==> config.mk <==
export PLATFORM = sky130hd
export DESIGN_NAME = hppsc_top
export DESIGN_NICKNAME = d
export VERILOG_FILES = /design/src/include/hppsc_pkg.sv /design/src/hw/hppsc_sync.sv /design/src/hw/hppsc_top.sv
export SDC_FILE = /design/constraint.sdc
export NUM_CORES = 1
export LEC_CHECK = 0
export BUFFER_PORTS_ARGS = -buffer_cell sky130_fd_sc_hd__buf_2
export CORE_MARGIN = 1
export CORE_UTILIZATION = 46
export DETAILED_ROUTE_END_ITERATION = 7
export PLACE_DENSITY = 0.94
export SYNTH_ARGS = -nofsm -noshare
export SYNTH_HDL_FRONTEND = slang
export SYNTH_SLANG_ARGS = --single-unit
==> constraint.sdc <==
create_clock -name CLK -period 3.05 [get_ports CLK]
set_clock_uncertainty 0.05 [all_clocks]
set_input_delay 0.1525 -clock CLK [delete_from_list [all_inputs] [get_ports CLK]]
set_output_delay 0.1525 -clock CLK [all_outputs]
set_load 0.02 [all_outputs]
==> src/include/hppsc_pkg.sv <==
// shared constants for the hub port power and speed control block
package hppsc_pkg;
    // -------------------------------------------------------------
    // clocking
    // -------------------------------------------------------------
    localparam int unsigned HPPSC_CLK_HZ = 50_000_000;
    localparam int unsigned HPPSC_REF_HZ = 24_000_000;

    // -------------------------------------------------------------
    // geometry
    // -------------------------------------------------------------
    localparam int HPPSC_NPORTS = 2;
    localparam int HPPSC_AW = 8;

    // -------------------------------------------------------------
    // register byte offsets
    // -------------------------------------------------------------
    localparam logic [7:0] HPPSC_CTRL_OFS = 8'h00;
    localparam logic [7:0] HPPSC_PWRREQ_OFS = 8'h04;
    localparam logic [7:0] HPPSC_STATE_OFS = 8'h08;
    localparam logic [7:0] HPPSC_ISTAT_OFS = 8'h0c;
    localparam logic [7:0] HPPSC_ICLR_OFS = 8'h10;
    localparam logic [7:0] HPPSC_IEN_OFS = 8'h14;

    // -------------------------------------------------------------
    // control fields
    // -------------------------------------------------------------
    localparam int HPPSC_CTRL_GANG_BIT = 0;
    localparam int HPPSC_CTRL_CHG_LSB = 1;
    localparam int HPPSC_CTRL_CHG_W = 2;

    // -------------------------------------------------------------
    // state register fields
    // -------------------------------------------------------------
    localparam int HPPSC_ST_PWR_LSB = 0;
    localparam int HPPSC_ST_TRIP_LSB = 2;
    localparam int HPPSC_ST_SS_BIT = 4;
    localparam int HPPSC_ST_HS_BIT = 5;
    localparam int HPPSC_ST_CONN_BIT = 6;
    localparam int HPPSC_ST_CHG_LSB = 8;

    // -------------------------------------------------------------
    // interrupt status fields: one overcurrent bit per port, then
    // upstream connect change
    // -------------------------------------------------------------
    localparam int HPPSC_IRQ_W = 3;
    localparam int HPPSC_IRQ_CONN_BIT = 2;

    // -------------------------------------------------------------
    // reset values
    // -------------------------------------------------------------
    localparam logic [2:0] HPPSC_CTRL_RST = 3'h0;
    localparam logic [1:0] HPPSC_PWRREQ_RST = 2'h0;
    localparam logic [2:0] HPPSC_IEN_RST = 3'h0;

    // -------------------------------------------------------------
    // bus encodings
    // -------------------------------------------------------------
    localparam logic [1:0] HPPSC_HTRANS_NONSEQ = 2'h2;
    localparam logic HPPSC_HRESP_OKAY = 1'b0;

    // charging behaviour while upstream is unconnected
    typedef enum logic [1:0] {
        HPPSC_CHG_OFF = 2'h0,
        HPPSC_CHG_DEDICATED = 2'h1,
        HPPSC_CHG_AUTO = 2'h2
    } hppsc_chg_t;
endpackage : hppsc_pkg

==> src/hw/hppsc_sync.sv <==
// two flip-flop synchroniser for pin inputs
`timescale 1ns/100ps
module hppsc_sync #(
    parameter int WIDTH = 1
) (
    input wire logic CLK,
    input wire logic SYS_RST,
    input wire logic [WIDTH-1:0] async_in,
    output logic [WIDTH-1:0] sync_out
);
    logic [WIDTH-1:0] meta_reg;

    // the first stage feeds only the second stage
    always_ff @(posedge CLK) begin
        if (SYS_RST) begin
            meta_reg <= '0;
            sync_out <= '0;
        end else begin
            meta_reg <= async_in;
            sync_out <= meta_reg;
        end
    end
endmodule : hppsc_sync

==> src/hw/hppsc_top.sv <==
// hub downstream port power, speed gating and charging mode control
`timescale 1ns/100ps
module hppsc_top
    import hppsc_pkg::*;
#(
    parameter int NPORTS = HPPSC_NPORTS
) (
    input wire logic CLK,
    input wire logic SYS_RST,
    input wire logic HSEL,
    input wire logic [31:0] HADDR,
    input wire logic [1:0] HTRANS,
    input wire logic HWRITE,
    input wire logic [2:0] HSIZE,
    input wire logic [31:0] HWDATA,
    input wire logic HREADY,
    output logic [31:0] HRDATA,
    output logic HREADYOUT,
    output logic HRESP,
    input wire logic UP_SS_LINK,
    input wire logic UP_HS_LINK,
    input wire logic UP_CONNECTED,
    input wire logic [1:0] OVERCUR_N,
    output logic UP_SS_EN,
    output logic UP_HS_EN,
    output logic [1:0] DN_SS_EN,
    output logic [1:0] DN_HS_EN,
    output logic [1:0] PORT_PWR_EN,
    output logic CHARGING_DOWNSTREAM_HANDSHAKE,
    output logic DEDICATED_CHARGE_MODE,
    output logic AUTO_CHARGE_MODE,
    output logic IRQ
);
    // -------------------------------------------------------------
    // pin synchronisers
    // -------------------------------------------------------------
    logic [4:0] pins_async;
    logic [4:0] pins_sync;
    logic up_ss_q;
    logic up_hs_q;
    logic up_conn_q;
    logic [1:0] oc_q;

    assign pins_async = {~OVERCUR_N, UP_CONNECTED, UP_HS_LINK, UP_SS_LINK};

    hppsc_sync #(
        .WIDTH(5)
    ) u_sync (
        .CLK(CLK),
        .SYS_RST(SYS_RST),
        .async_in(pins_async),
        .sync_out(pins_sync)
    );

    assign up_ss_q = pins_sync[0];
    assign up_hs_q = pins_sync[1];
    assign up_conn_q = pins_sync[2];
    assign oc_q = pins_sync[4:3];

    // -------------------------------------------------------------
    // bus slave, zero wait states
    // -------------------------------------------------------------
    function automatic logic reg_hit(input logic [7:0] addr, input logic [7:0] ofs);
        reg_hit = (addr == ofs);
    endfunction : reg_hit

    logic [2:0] ctrl_reg;
    logic [1:0] pwr_req_reg;
    logic [2:0] int_en_reg;
    logic [2:0] int_stat_reg;
    logic [1:0] trip_reg;
    logic conn_prev_reg;
    logic wr_pend_reg;
    logic [7:0] wr_addr_reg;
    logic addr_ok;
    logic wr_ctrl;
    logic wr_req;
    logic wr_clr;
    logic wr_en;
    logic [31:0] state_word;
    logic [31:0] rd_next;
    logic gang_q;
    logic [1:0] chg_sel;

    assign HREADYOUT = 1'b1;
    assign HRESP = HPPSC_HRESP_OKAY;
    assign addr_ok = HSEL && HREADY && (HTRANS == HPPSC_HTRANS_NONSEQ);
    assign gang_q = ctrl_reg[HPPSC_CTRL_GANG_BIT];
    assign chg_sel = ctrl_reg[HPPSC_CTRL_CHG_LSB +: HPPSC_CTRL_CHG_W];

    always_ff @(posedge CLK) begin
        if (SYS_RST) begin
            wr_pend_reg <= 1'b0;
            wr_addr_reg <= 8'h00;
        end else begin
            wr_pend_reg <= addr_ok && HWRITE;
            wr_addr_reg <= HADDR[7:0];
        end
    end

    // writes land in the data phase, using the latched address
    assign wr_ctrl = wr_pend_reg && reg_hit(wr_addr_reg, HPPSC_CTRL_OFS);
    assign wr_req = wr_pend_reg && reg_hit(wr_addr_reg, HPPSC_PWRREQ_OFS);
    assign wr_clr = wr_pend_reg && reg_hit(wr_addr_reg, HPPSC_ICLR_OFS);
    assign wr_en = wr_pend_reg && reg_hit(wr_addr_reg, HPPSC_IEN_OFS);

    always_ff @(posedge CLK) begin
        if (SYS_RST) begin
            ctrl_reg <= HPPSC_CTRL_RST;
            pwr_req_reg <= HPPSC_PWRREQ_RST;
            int_en_reg <= HPPSC_IEN_RST;
        end else begin
            if (wr_ctrl) begin
                ctrl_reg <= HWDATA[2:0];
            end
            if (wr_req) begin
                pwr_req_reg <= HWDATA[1:0];
            end
            if (wr_en) begin
                int_en_reg <= HWDATA[2:0];
            end
        end
    end

    // read data are registered at the address phase, ready in the data phase
    always_comb begin
        state_word = 32'h0000_0000;
        state_word[HPPSC_ST_PWR_LSB +: 2] = PORT_PWR_EN;
        state_word[HPPSC_ST_TRIP_LSB +: 2] = trip_reg;
        state_word[HPPSC_ST_SS_BIT] = up_ss_q;
        state_word[HPPSC_ST_HS_BIT] = up_hs_q;
        state_word[HPPSC_ST_CONN_BIT] = up_conn_q;
        state_word[HPPSC_ST_CHG_LSB +: 3] =
            {AUTO_CHARGE_MODE, DEDICATED_CHARGE_MODE, CHARGING_DOWNSTREAM_HANDSHAKE};
        rd_next = 32'h0000_0000;
        if (reg_hit(HADDR[7:0], HPPSC_CTRL_OFS)) begin
            rd_next = {29'h0, ctrl_reg};
        end else if (reg_hit(HADDR[7:0], HPPSC_PWRREQ_OFS)) begin
            rd_next = {30'h0, pwr_req_reg};
        end else if (reg_hit(HADDR[7:0], HPPSC_STATE_OFS)) begin
            rd_next = state_word;
        end else if (reg_hit(HADDR[7:0], HPPSC_ISTAT_OFS)) begin
            rd_next = {29'h0, int_stat_reg};
        end else if (reg_hit(HADDR[7:0], HPPSC_IEN_OFS)) begin
            rd_next = {29'h0, int_en_reg};
        end
    end

    always_ff @(posedge CLK) begin
        if (SYS_RST) begin
            HRDATA <= 32'h0000_0000;
        end else if (addr_ok && !HWRITE) begin
            HRDATA <= rd_next;
        end
    end

    // -------------------------------------------------------------
    // overcurrent trip latches
    // -------------------------------------------------------------
    logic any_oc;
    logic [1:0] trip_set;
    logic [1:0] trip_ev;

    assign any_oc = |oc_q;

    // a trip holds the port off until software clears its status bit;
    // a still-present overcurrent re-trips, so the set wins the clear
    for (genvar p = 0; p < NPORTS; p++) begin : g_trip
        assign trip_set[p] = gang_q ? any_oc : oc_q[p];
        assign trip_ev[p] = trip_set[p] && !trip_reg[p];
        always_ff @(posedge CLK) begin
            if (SYS_RST) begin
                trip_reg[p] <= 1'b0;
            end else if (trip_set[p]) begin
                trip_reg[p] <= 1'b1;
            end else if (wr_clr && HWDATA[p]) begin
                trip_reg[p] <= 1'b0;
            end
        end
    end

    // -------------------------------------------------------------
    // port power switching
    // -------------------------------------------------------------
    logic gang_on;
    logic gang_off_ok;

    // ganged supply stays on while any port asks and nothing tripped
    assign gang_on = (|pwr_req_reg) && !(|trip_reg);
    assign gang_off_ok = (pwr_req_reg == 2'h0) || (trip_reg != 2'h0);

    always_ff @(posedge CLK) begin
        if (SYS_RST) begin
            PORT_PWR_EN <= 2'h0;
        end else if (gang_q) begin
            PORT_PWR_EN <= {2{gang_on}};
        end else begin
            PORT_PWR_EN <= pwr_req_reg & ~trip_reg;
        end
    end

    // -------------------------------------------------------------
    // speed gating
    // -------------------------------------------------------------
    always_ff @(posedge CLK) begin
        if (SYS_RST) begin
            UP_SS_EN <= 1'b0;
            UP_HS_EN <= 1'b0;
            DN_SS_EN <= 2'h0;
            DN_HS_EN <= 2'h0;
        end else begin
            UP_SS_EN <= 1'b1;
            UP_HS_EN <= 1'b1;
            DN_SS_EN <= {2{up_ss_q}};
            DN_HS_EN <= {2{up_ss_q || up_hs_q}};
        end
    end

    // -------------------------------------------------------------
    // battery charging mode
    // -------------------------------------------------------------
    always_ff @(posedge CLK) begin
        if (SYS_RST) begin
            CHARGING_DOWNSTREAM_HANDSHAKE <= 1'b0;
            DEDICATED_CHARGE_MODE <= 1'b0;
            AUTO_CHARGE_MODE <= 1'b0;
        end else begin
            CHARGING_DOWNSTREAM_HANDSHAKE <= up_conn_q;
            DEDICATED_CHARGE_MODE <= !up_conn_q && (chg_sel == HPPSC_CHG_DEDICATED);
            AUTO_CHARGE_MODE <= !up_conn_q && (chg_sel == HPPSC_CHG_AUTO);
        end
    end

    // -------------------------------------------------------------
    // interrupt status, clear and enable
    // -------------------------------------------------------------
    logic [2:0] irq_ev;

    assign irq_ev = {up_conn_q != conn_prev_reg, trip_ev};

    always_ff @(posedge CLK) begin
        if (SYS_RST) begin
            conn_prev_reg <= 1'b0;
            int_stat_reg <= 3'h0;
        end else begin
            conn_prev_reg <= up_conn_q;
            // an event in the clearing cycle survives
            int_stat_reg <= (int_stat_reg & ~(wr_clr ? HWDATA[2:0] : 3'h0)) | irq_ev;
        end
    end

    always_ff @(posedge CLK) begin
        if (SYS_RST) begin
            IRQ <= 1'b0;
        end else begin
            IRQ <= |(int_stat_reg & int_en_reg);
        end
    end

    // -------------------------------------------------------------
    // assertions
    // -------------------------------------------------------------
    AST_UP_DUAL: assert property (
        @(posedge CLK) disable iff (SYS_RST)
        !$past(SYS_RST) |-> (UP_SS_EN && UP_HS_EN))
        else $error("upstream speeds not both offered");

    AST_NO_SS: assert property (
        @(posedge CLK) disable iff (SYS_RST)
        !up_ss_q |=> (DN_SS_EN == 2'h0))
        else $error("superspeed offered without upstream superspeed");

    AST_NO_HS: assert property (
        @(posedge CLK) disable iff (SYS_RST)
        (!up_ss_q && !up_hs_q) |=> (DN_HS_EN == 2'h0) && (DN_SS_EN == 2'h0))
        else $error("high speed offered on full-speed upstream");

    AST_INDIV_FOLLOW: assert property (
        @(posedge CLK) disable iff (SYS_RST)
        (!gang_q && !trip_reg[1]) |=> (PORT_PWR_EN[1] == $past(pwr_req_reg[1])))
        else $error("port power does not follow request");

    AST_INDIV_OC: assert property (
        @(posedge CLK) disable iff (SYS_RST)
        (!gang_q && trip_reg[0] && !trip_reg[1] && pwr_req_reg[1])
        |=> (PORT_PWR_EN == 2'h2))
        else $error("overcurrent did not cut only its own port");

    AST_GANG_ON: assert property (
        @(posedge CLK) disable iff (SYS_RST)
        (gang_q && pwr_req_reg != 2'h0 && trip_reg == 2'h0) |=> (PORT_PWR_EN == 2'h3))
        else $error("ganged ports not all powered");

    AST_GANG_OFF: assert property (
        @(posedge CLK) disable iff (SYS_RST)
        ($past(gang_q) && $fell(PORT_PWR_EN[0])) |-> $past(gang_off_ok))
        else $error("ganged supply removed while a port needs power");

    AST_GANG_OC: assert property (
        @(posedge CLK) disable iff (SYS_RST)
        (gang_q && any_oc) |=> (trip_reg == 2'h3) ##1 (PORT_PWR_EN == 2'h0))
        else $error("ganged overcurrent did not cut all ports");

    AST_CHG_HANDSHAKE: assert property (
        @(posedge CLK) disable iff (SYS_RST)
        up_conn_q |=> (CHARGING_DOWNSTREAM_HANDSHAKE && !DEDICATED_CHARGE_MODE))
        else $error("handshake missing while connected");

    AST_DEDICATED: assert property (
        @(posedge CLK) disable iff (SYS_RST)
        (!up_conn_q && chg_sel == HPPSC_CHG_DEDICATED) |=> DEDICATED_CHARGE_MODE)
        else $error("dedicated charging not applied");

    AST_AUTO: assert property (
        @(posedge CLK) disable iff (SYS_RST)
        (!up_conn_q && chg_sel == HPPSC_CHG_AUTO) |=> (AUTO_CHARGE_MODE && !DEDICATED_CHARGE_MODE))
        else $error("auto charging not applied");

    AST_RESET: assert property (
        @(posedge CLK)
        SYS_RST |=> (PORT_PWR_EN == 2'h0) && (int_stat_reg == 3'h0) && !IRQ && !UP_SS_EN)
        else $error("block not idle under reset");

    AST_OC_LATCH: assert property (
        @(posedge CLK) disable iff (SYS_RST)
        $rose(trip_reg[0]) |-> int_stat_reg[0])
        else $error("overcurrent trip not latched in status");
endmodule : hppsc_top

### Word level (Yosys, flattened, before mapping)

Cells that the tools add are included.

* input bits: 79
* RAM bits: 0
* memories: 0
* bits in registers: 73
* ROM bits: 0
* bits in latches: 0
* logic and storage cells: 80
* output and inout bits: 46

* multiply operators: 0
* shift-type cells: 0
* divide/modulo/power cells: 0
* equal/unequal tests: 11
* bitwise operators: 7
* add/sub/neg operators: 0
* reduce and logical (&&, ||, !) cells: 29
* $lt $le $gt $ge: 0
* multiplexer cells: 14

Operators with widths (count)
* 11-bit 2-to-1 mux: 3
* 8-bit by 5-bit == test with 1-bit output (second input constant): 3
* 8-bit by 3-bit == test with 1-bit output (second input constant): 2
* 8-bit by 4-bit == test with 1-bit output (second input constant): 2
* 8-bit logical NOT: 2
* 1-bit logical AND: 15
* 3-bit 2-to-1 mux: 3
* 1-bit 2-to-1 mux: 7
* 3-bit AND: 2
* 2-bit OR reduction: 3
* 1-bit logical NOT: 5
* 2-bit == test (second input constant): 2
* 2-bit NOT: 2
* 2-bit nonzero test: 2
* 3-bit NOT: 1
* 3-bit bitwise OR: 1
* 3-bit OR reduction: 1
* 2-bit AND: 1
* 2-bit by 1-bit == test with 1-bit output (second input constant): 1
* 2-bit 2-to-1 mux: 1
* 1-bit logical OR: 1
* 1-bit != test: 1

### Longest topological paths before layout

* word-level depth: 6
* mapped depth: 5
* mapped depth without buffers: 4

### Cells and area by module

A second synthesis with hierarchy kept.

* cells, all modules: 213
* area, all modules: 2134.5 sq um

By module, submodules not included
* hppsc_top: cells an instance 193, sequential area each 820.8 sq um, area an instance 1871.8 sq um, instances 1
* hppsc_sync: cells an instance 20, sequential area each 200.2 sq um, area an instance 262.8 sq um, instances 1

### Worst setup path before layout

Ideal clock, no wire load.

* path type: input to register
* from: input HADDR[0]
* to: register HRDATA[8]
* data arrival time: 1254 ps
* library setup time: 59 ps
* buffers on the path: 1
* path slack: 1687 ps
* stages on the path: 5
* required time: 2941 ps
* path through: or4_4 nor3_4 and4b_1 buf_6 a22o_1

* cells in the longest elaborated chain, start to end: 4
* elaborated cells between the ends (all ways): 6
* those cells by class: eq/ne (2); mux (3); reduce/logical (1)

Ends and longest elaborated chain
* start: declaration: line hppsc_top.sv:11 `input wire logic [31:0] HADDR,`
* 8-bit by 4-bit == test with 1-bit output: line hppsc_top.sv:64 `reg_hit = (addr == ofs);`
* 11-bit 2-to-1 mux: line hppsc_top.sv:140 `end else if (reg_hit(HADDR[7:0], HPPSC_STATE_OFS)) begin`
* 11-bit 2-to-1 mux: line hppsc_top.sv:138 `end else if (reg_hit(HADDR[7:0], HPPSC_PWRREQ_OFS)) begin`
* 11-bit 2-to-1 mux (*): line hppsc_top.sv:136 `if (reg_hit(HADDR[7:0], HPPSC_CTRL_OFS)) begin`
* end signal: assignment: line hppsc_top.sv:153 `HRDATA <= rd_next;`
* end: declaration: line hppsc_top.sv:17 `output logic [31:0] HRDATA,`

Mark *: on every way between the ends. The rest lies on a longest branch, timed or not.
A chain may end at the register's enable or synchronous reset.

### Worst setup path after layout

* from: register wr_addr_reg[5]
* to: register ctrl_reg[0]

* cells in the longest elaborated chain, start to end: 2

Ends and longest elaborated chain
* start: declaration: line hppsc_top.sv:74 `logic [7:0] wr_addr_reg;`
* start signal: assignment: line hppsc_top.sv:97 `wr_addr_reg <= HADDR[7:0];`
* 8-bit logical NOT: line hppsc_top.sv:64
* 1-bit logical AND: line hppsc_top.sv:102 `assign wr_ctrl = wr_pend_reg && reg_hit(wr_addr_reg, HPPSC_CTRL_OFS);`
* end signal: assignment: line hppsc_top.sv:114 `ctrl_reg <= HWDATA[2:0];`
* end: declaration: line hppsc_top.sv:67 `logic [2:0] ctrl_reg;`

No other way between the ends.

==> metrics.md <==
| Metric | Value |
|---|---|
| Status | completed |
| RSZ-0062 raised after global routing | no |
| #FFs+latches synth | between 50 and 60 |
| Port Buffer Count | 44 |
| Worst Path Required | 3.17 ns |
| Root Buffer | clkbuf_8 |
| Overall Power | 1.170 mW |
| 1st-pass router iterations | 4 |
| Syn Area/Cell | between 10 and 15 um^2 |
| HPWL after DPL | 2679 um |
| N_diodes | 0 |
| Critical Path AT | 1.71 ns |
| DIE WIDTH | 68.83 um |
| Placed instance area | 2160 um^2 |
| CTS tree | done |
| Io pins | ~130 |
| CP cell instances | nor4b_2, and4bb_1, mux2i_1, nor2_1 |
| Max reg flops | 10 |
| Post-Syn Area | 2054 um^2 |
| Top cells by area, synth | dfxtp_1 (50%), buf_4 (11%), nor2b_1 (6.4%), mux2i_1 (4.4%), a22o_1 (3.8%) |
| Period minus WS final | 1.596 ns |
| Initial antenna violation count | 0 |
| Complex-gate fraction of the synthesized area | 0.1236 |
| Number of buffers created by CTS | 5 |
| DR iter-0 viols | 98 |
| Final Hold Fails | 0 |
| Fin. max-slew vios | 0 |
| Htree depth | 2 |
| Total core area | 4144 um^2 |
| Final GP Congestion | 0.8579 |
| Antenna Nets Post-Route | 0 |
| Measured slew at the worst slew-check pin | 0.7457 ns |
| CP startpoint kind | flip-flop |
| Post-Route WL | roughly 3600 um |
| Share of layout cells above drive strength 1 | 0.2333 |
| Die Area | 4738 um^2 |
| Final setup viols | 0 |
| Worst path max stage delay | 0.42 ns |
| Placed cells | between 200 and 300 |
| Max cap viols | 0 |
| Starting Density | 0.4958 |
| Cell area after layout | 2277 um^2 |
| Hold WC Path Type | in2reg |
| Adder-cell area share of the yosys netlist | 0 |
| PwrDens | 514.0 nW/um^2 |
| Cell count after synthesis | 201 |
| CTS sink cnt | 51 |
| Largest delay share family, worst path | simple AND/OR/NAND/NOR gates |
| Place WS | 1.412 ns |
| WP depth | 4 |
| Clk slew on worst S/H paths | 0.09 ns |
| Final-stage net count | ~320 |
| Clk buf depth | 2 |
| Yosys top cell area share | 0.4970 |
| Routed vias | 1450 |
| Area grow syn2layout | 10.84% |
| Layout Cells excl Fill | 290 |
| Row count | 23 |
| Sum of negative setup slack | 0 ns |
| P_leak | 1.031 nW |
| Drt wl/cell | 12.58 um |
| Peak supply drop | 0.2560 mV |
| Synthesis Warnings | 0 |
| Largest family of logic cells by synthesized area | simple AND/OR/NAND/NOR gates |
| Max Fclk | 626.7 MHz |
| Final worst path period share | 0.5232 |
| Buffers and inverters on the worst path | 0 |
| Clock latency on the worst-skew pair | 0.30 ns |
| Count of distinct cell types in the synthesized netlist | 37 |
| Vias in the first global route | between 1000 and 1500 |
| Worst Setup End Kind | flip-flop |
| Worst Path Max Fanout | 4 |
| XOR/XNOR share of the synthesized area | 0.004263 |
| Crit Path Category | reg2reg |
| Ys async rst share | 0 |
| Slowest cell on the critical path | nor4b_2 |
| DRC Markers | 0 |
| Post-synthesis sequential area ratio | 0.4970 |
| Post-synthesis mux area share | 0.05481 |
| Setup WS post-layout | 1.454 ns |
| Post-layout util | 0.5495 |
| Post-synth EDFFs | 0 |
| Pin count of the biggest net entering global routing | 44 |
| Hold path depth | 2 |
| Die H | slightly below 70 um |
| First-pass GRT wire length | just under 6000 um |
| Slew HR | 0.5029 |
| Simple-gate portion of the synthesized area | 0.1845 |
| DR vias/cell | 5.000 |
| GRT Residual Overflow | 0 |
| Synth area leader | dfxtp_1 |
| Dominant synthesized flop cell | dfxtp_1 |
| R2R depth | 4 |
| Total track usage | 0.1709 |
| Hold WS | 0.004378 ns |
==> worst paths after layout <==
kind / from / to / slack (ns)
min reg2reg: u_sync.meta_reg[0] / u_sync.sync_out[0] / 0.39
max reg2reg: wr_addr_reg[5] / ctrl_reg[0] / 1.45
max: wr_addr_reg[5] / ctrl_reg[0] / 1.45
min: UP_SS_LINK / u_sync.meta_reg[0] / 0.004
==> cells in the mapped netlist, types with 2 or more instances <==
cell,number
a2bb2oi_1,2
nor4b_1,2
buf_4,29
nor3_1,2
nor2b_1,21
a31oi_1,2
mux2_1,2
a2111oi_0,2
clkbuf_1,7
a21oi_1,10
inv_1,3
nand2_1,3
mux2i_1,9
a22o_1,9
and4b_1,2
o22ai_1,2
nand4b_1,3
dfxtp_1,51
a311oi_1,2
a21o_1,2
nor4b_2,2
o21ai_0,3
conb_1,2
nor2_1,16
==> where the power goes <==
| group | switching (mW) | total, mW | internal (mW) |
|---|---|---|---|
| sequential | 0.0102 | 0.693 | 0.683 |
| combinational | 0.0683 | 0.102 | 0.0339 |
| clock | 0.213 | 0.375 | 0.161 |
==> worst reg2reg max path, stage by stage (launching register included) <==
cell and delay, ns:
dfxtp_1 0.31, nor4b_2 0.42, and4bb_1 0.40, mux2i_1 0.22
nor2_1 0.05
==> cell families (layout without fill, tap and decap cells) <==
group                     count (synthesis)  count (layout)
AOI/OAI and AO/OA                        36              36
DFF                                      51              51
buffers and inverters                    41              58
xor gates and xnor gates                  1               1
and+or+nand+nor                          59              59
muxes                                    11              11
other                                     2              24
==> cells in the final DEF, fill, tap and decap left out, drive strengths merged <==
master,Yosys,routed
nor3b,1,1
clkinv,0,2
o21ai,3,3
or4,1,1
o211ai,1,1
nor3,3,3
a311oi,2,2
inv,3,4
and4bb,1,1
a31oi,2,2
xor2,1,1
mux2i,9,9
conb,2,24
nor2b,21,21
nand4b,3,3
a222oi,1,1
a2111oi,2,2
or2,2,2
nor4b,4,4
a21oi,10,10
dfxtp,51,51
nand4,1,1
nand2,3,3
a2bb2oi,2,2
clkbuf,7,5
nand2b,1,1
o22ai,2,2
buf,31,44
dlygate4sd3,0,3
a21o,2,2
a22o,9,9
and4b,2,2
nor2,16,16
mux2,2,2
==> per-layer routing <==
metal	routed length (um)	GRT usage
met5	0	0
met4	70	0.06888
met3	220	0.05099
met2	1775	0.2831
met1	1583	0.2065
==> what timing repair did <==
| action | 4_1_cts | 5_1_grt |
|---|---|---|
| endpoints found under the setup margin | 0 | 0 |
| gates resized for setup | 0 | 0 |
| hold endpoints to repair | 3 | 0 |
| hold buffers | 3 | 0 |
| setup buffers | 0 | 0 |
==> area by class of cell <==
type                       count  area (um^2)
fill                         395         1867
clock inverter                 3        18.77
tap                           50        62.56
sequential                    51         1021
clock buffer                   5        68.82
multi-input combinational    131        844.6
inverter                       3        11.26
timing repair buffer          47        250.2
(Power assumes the default switching activity.)
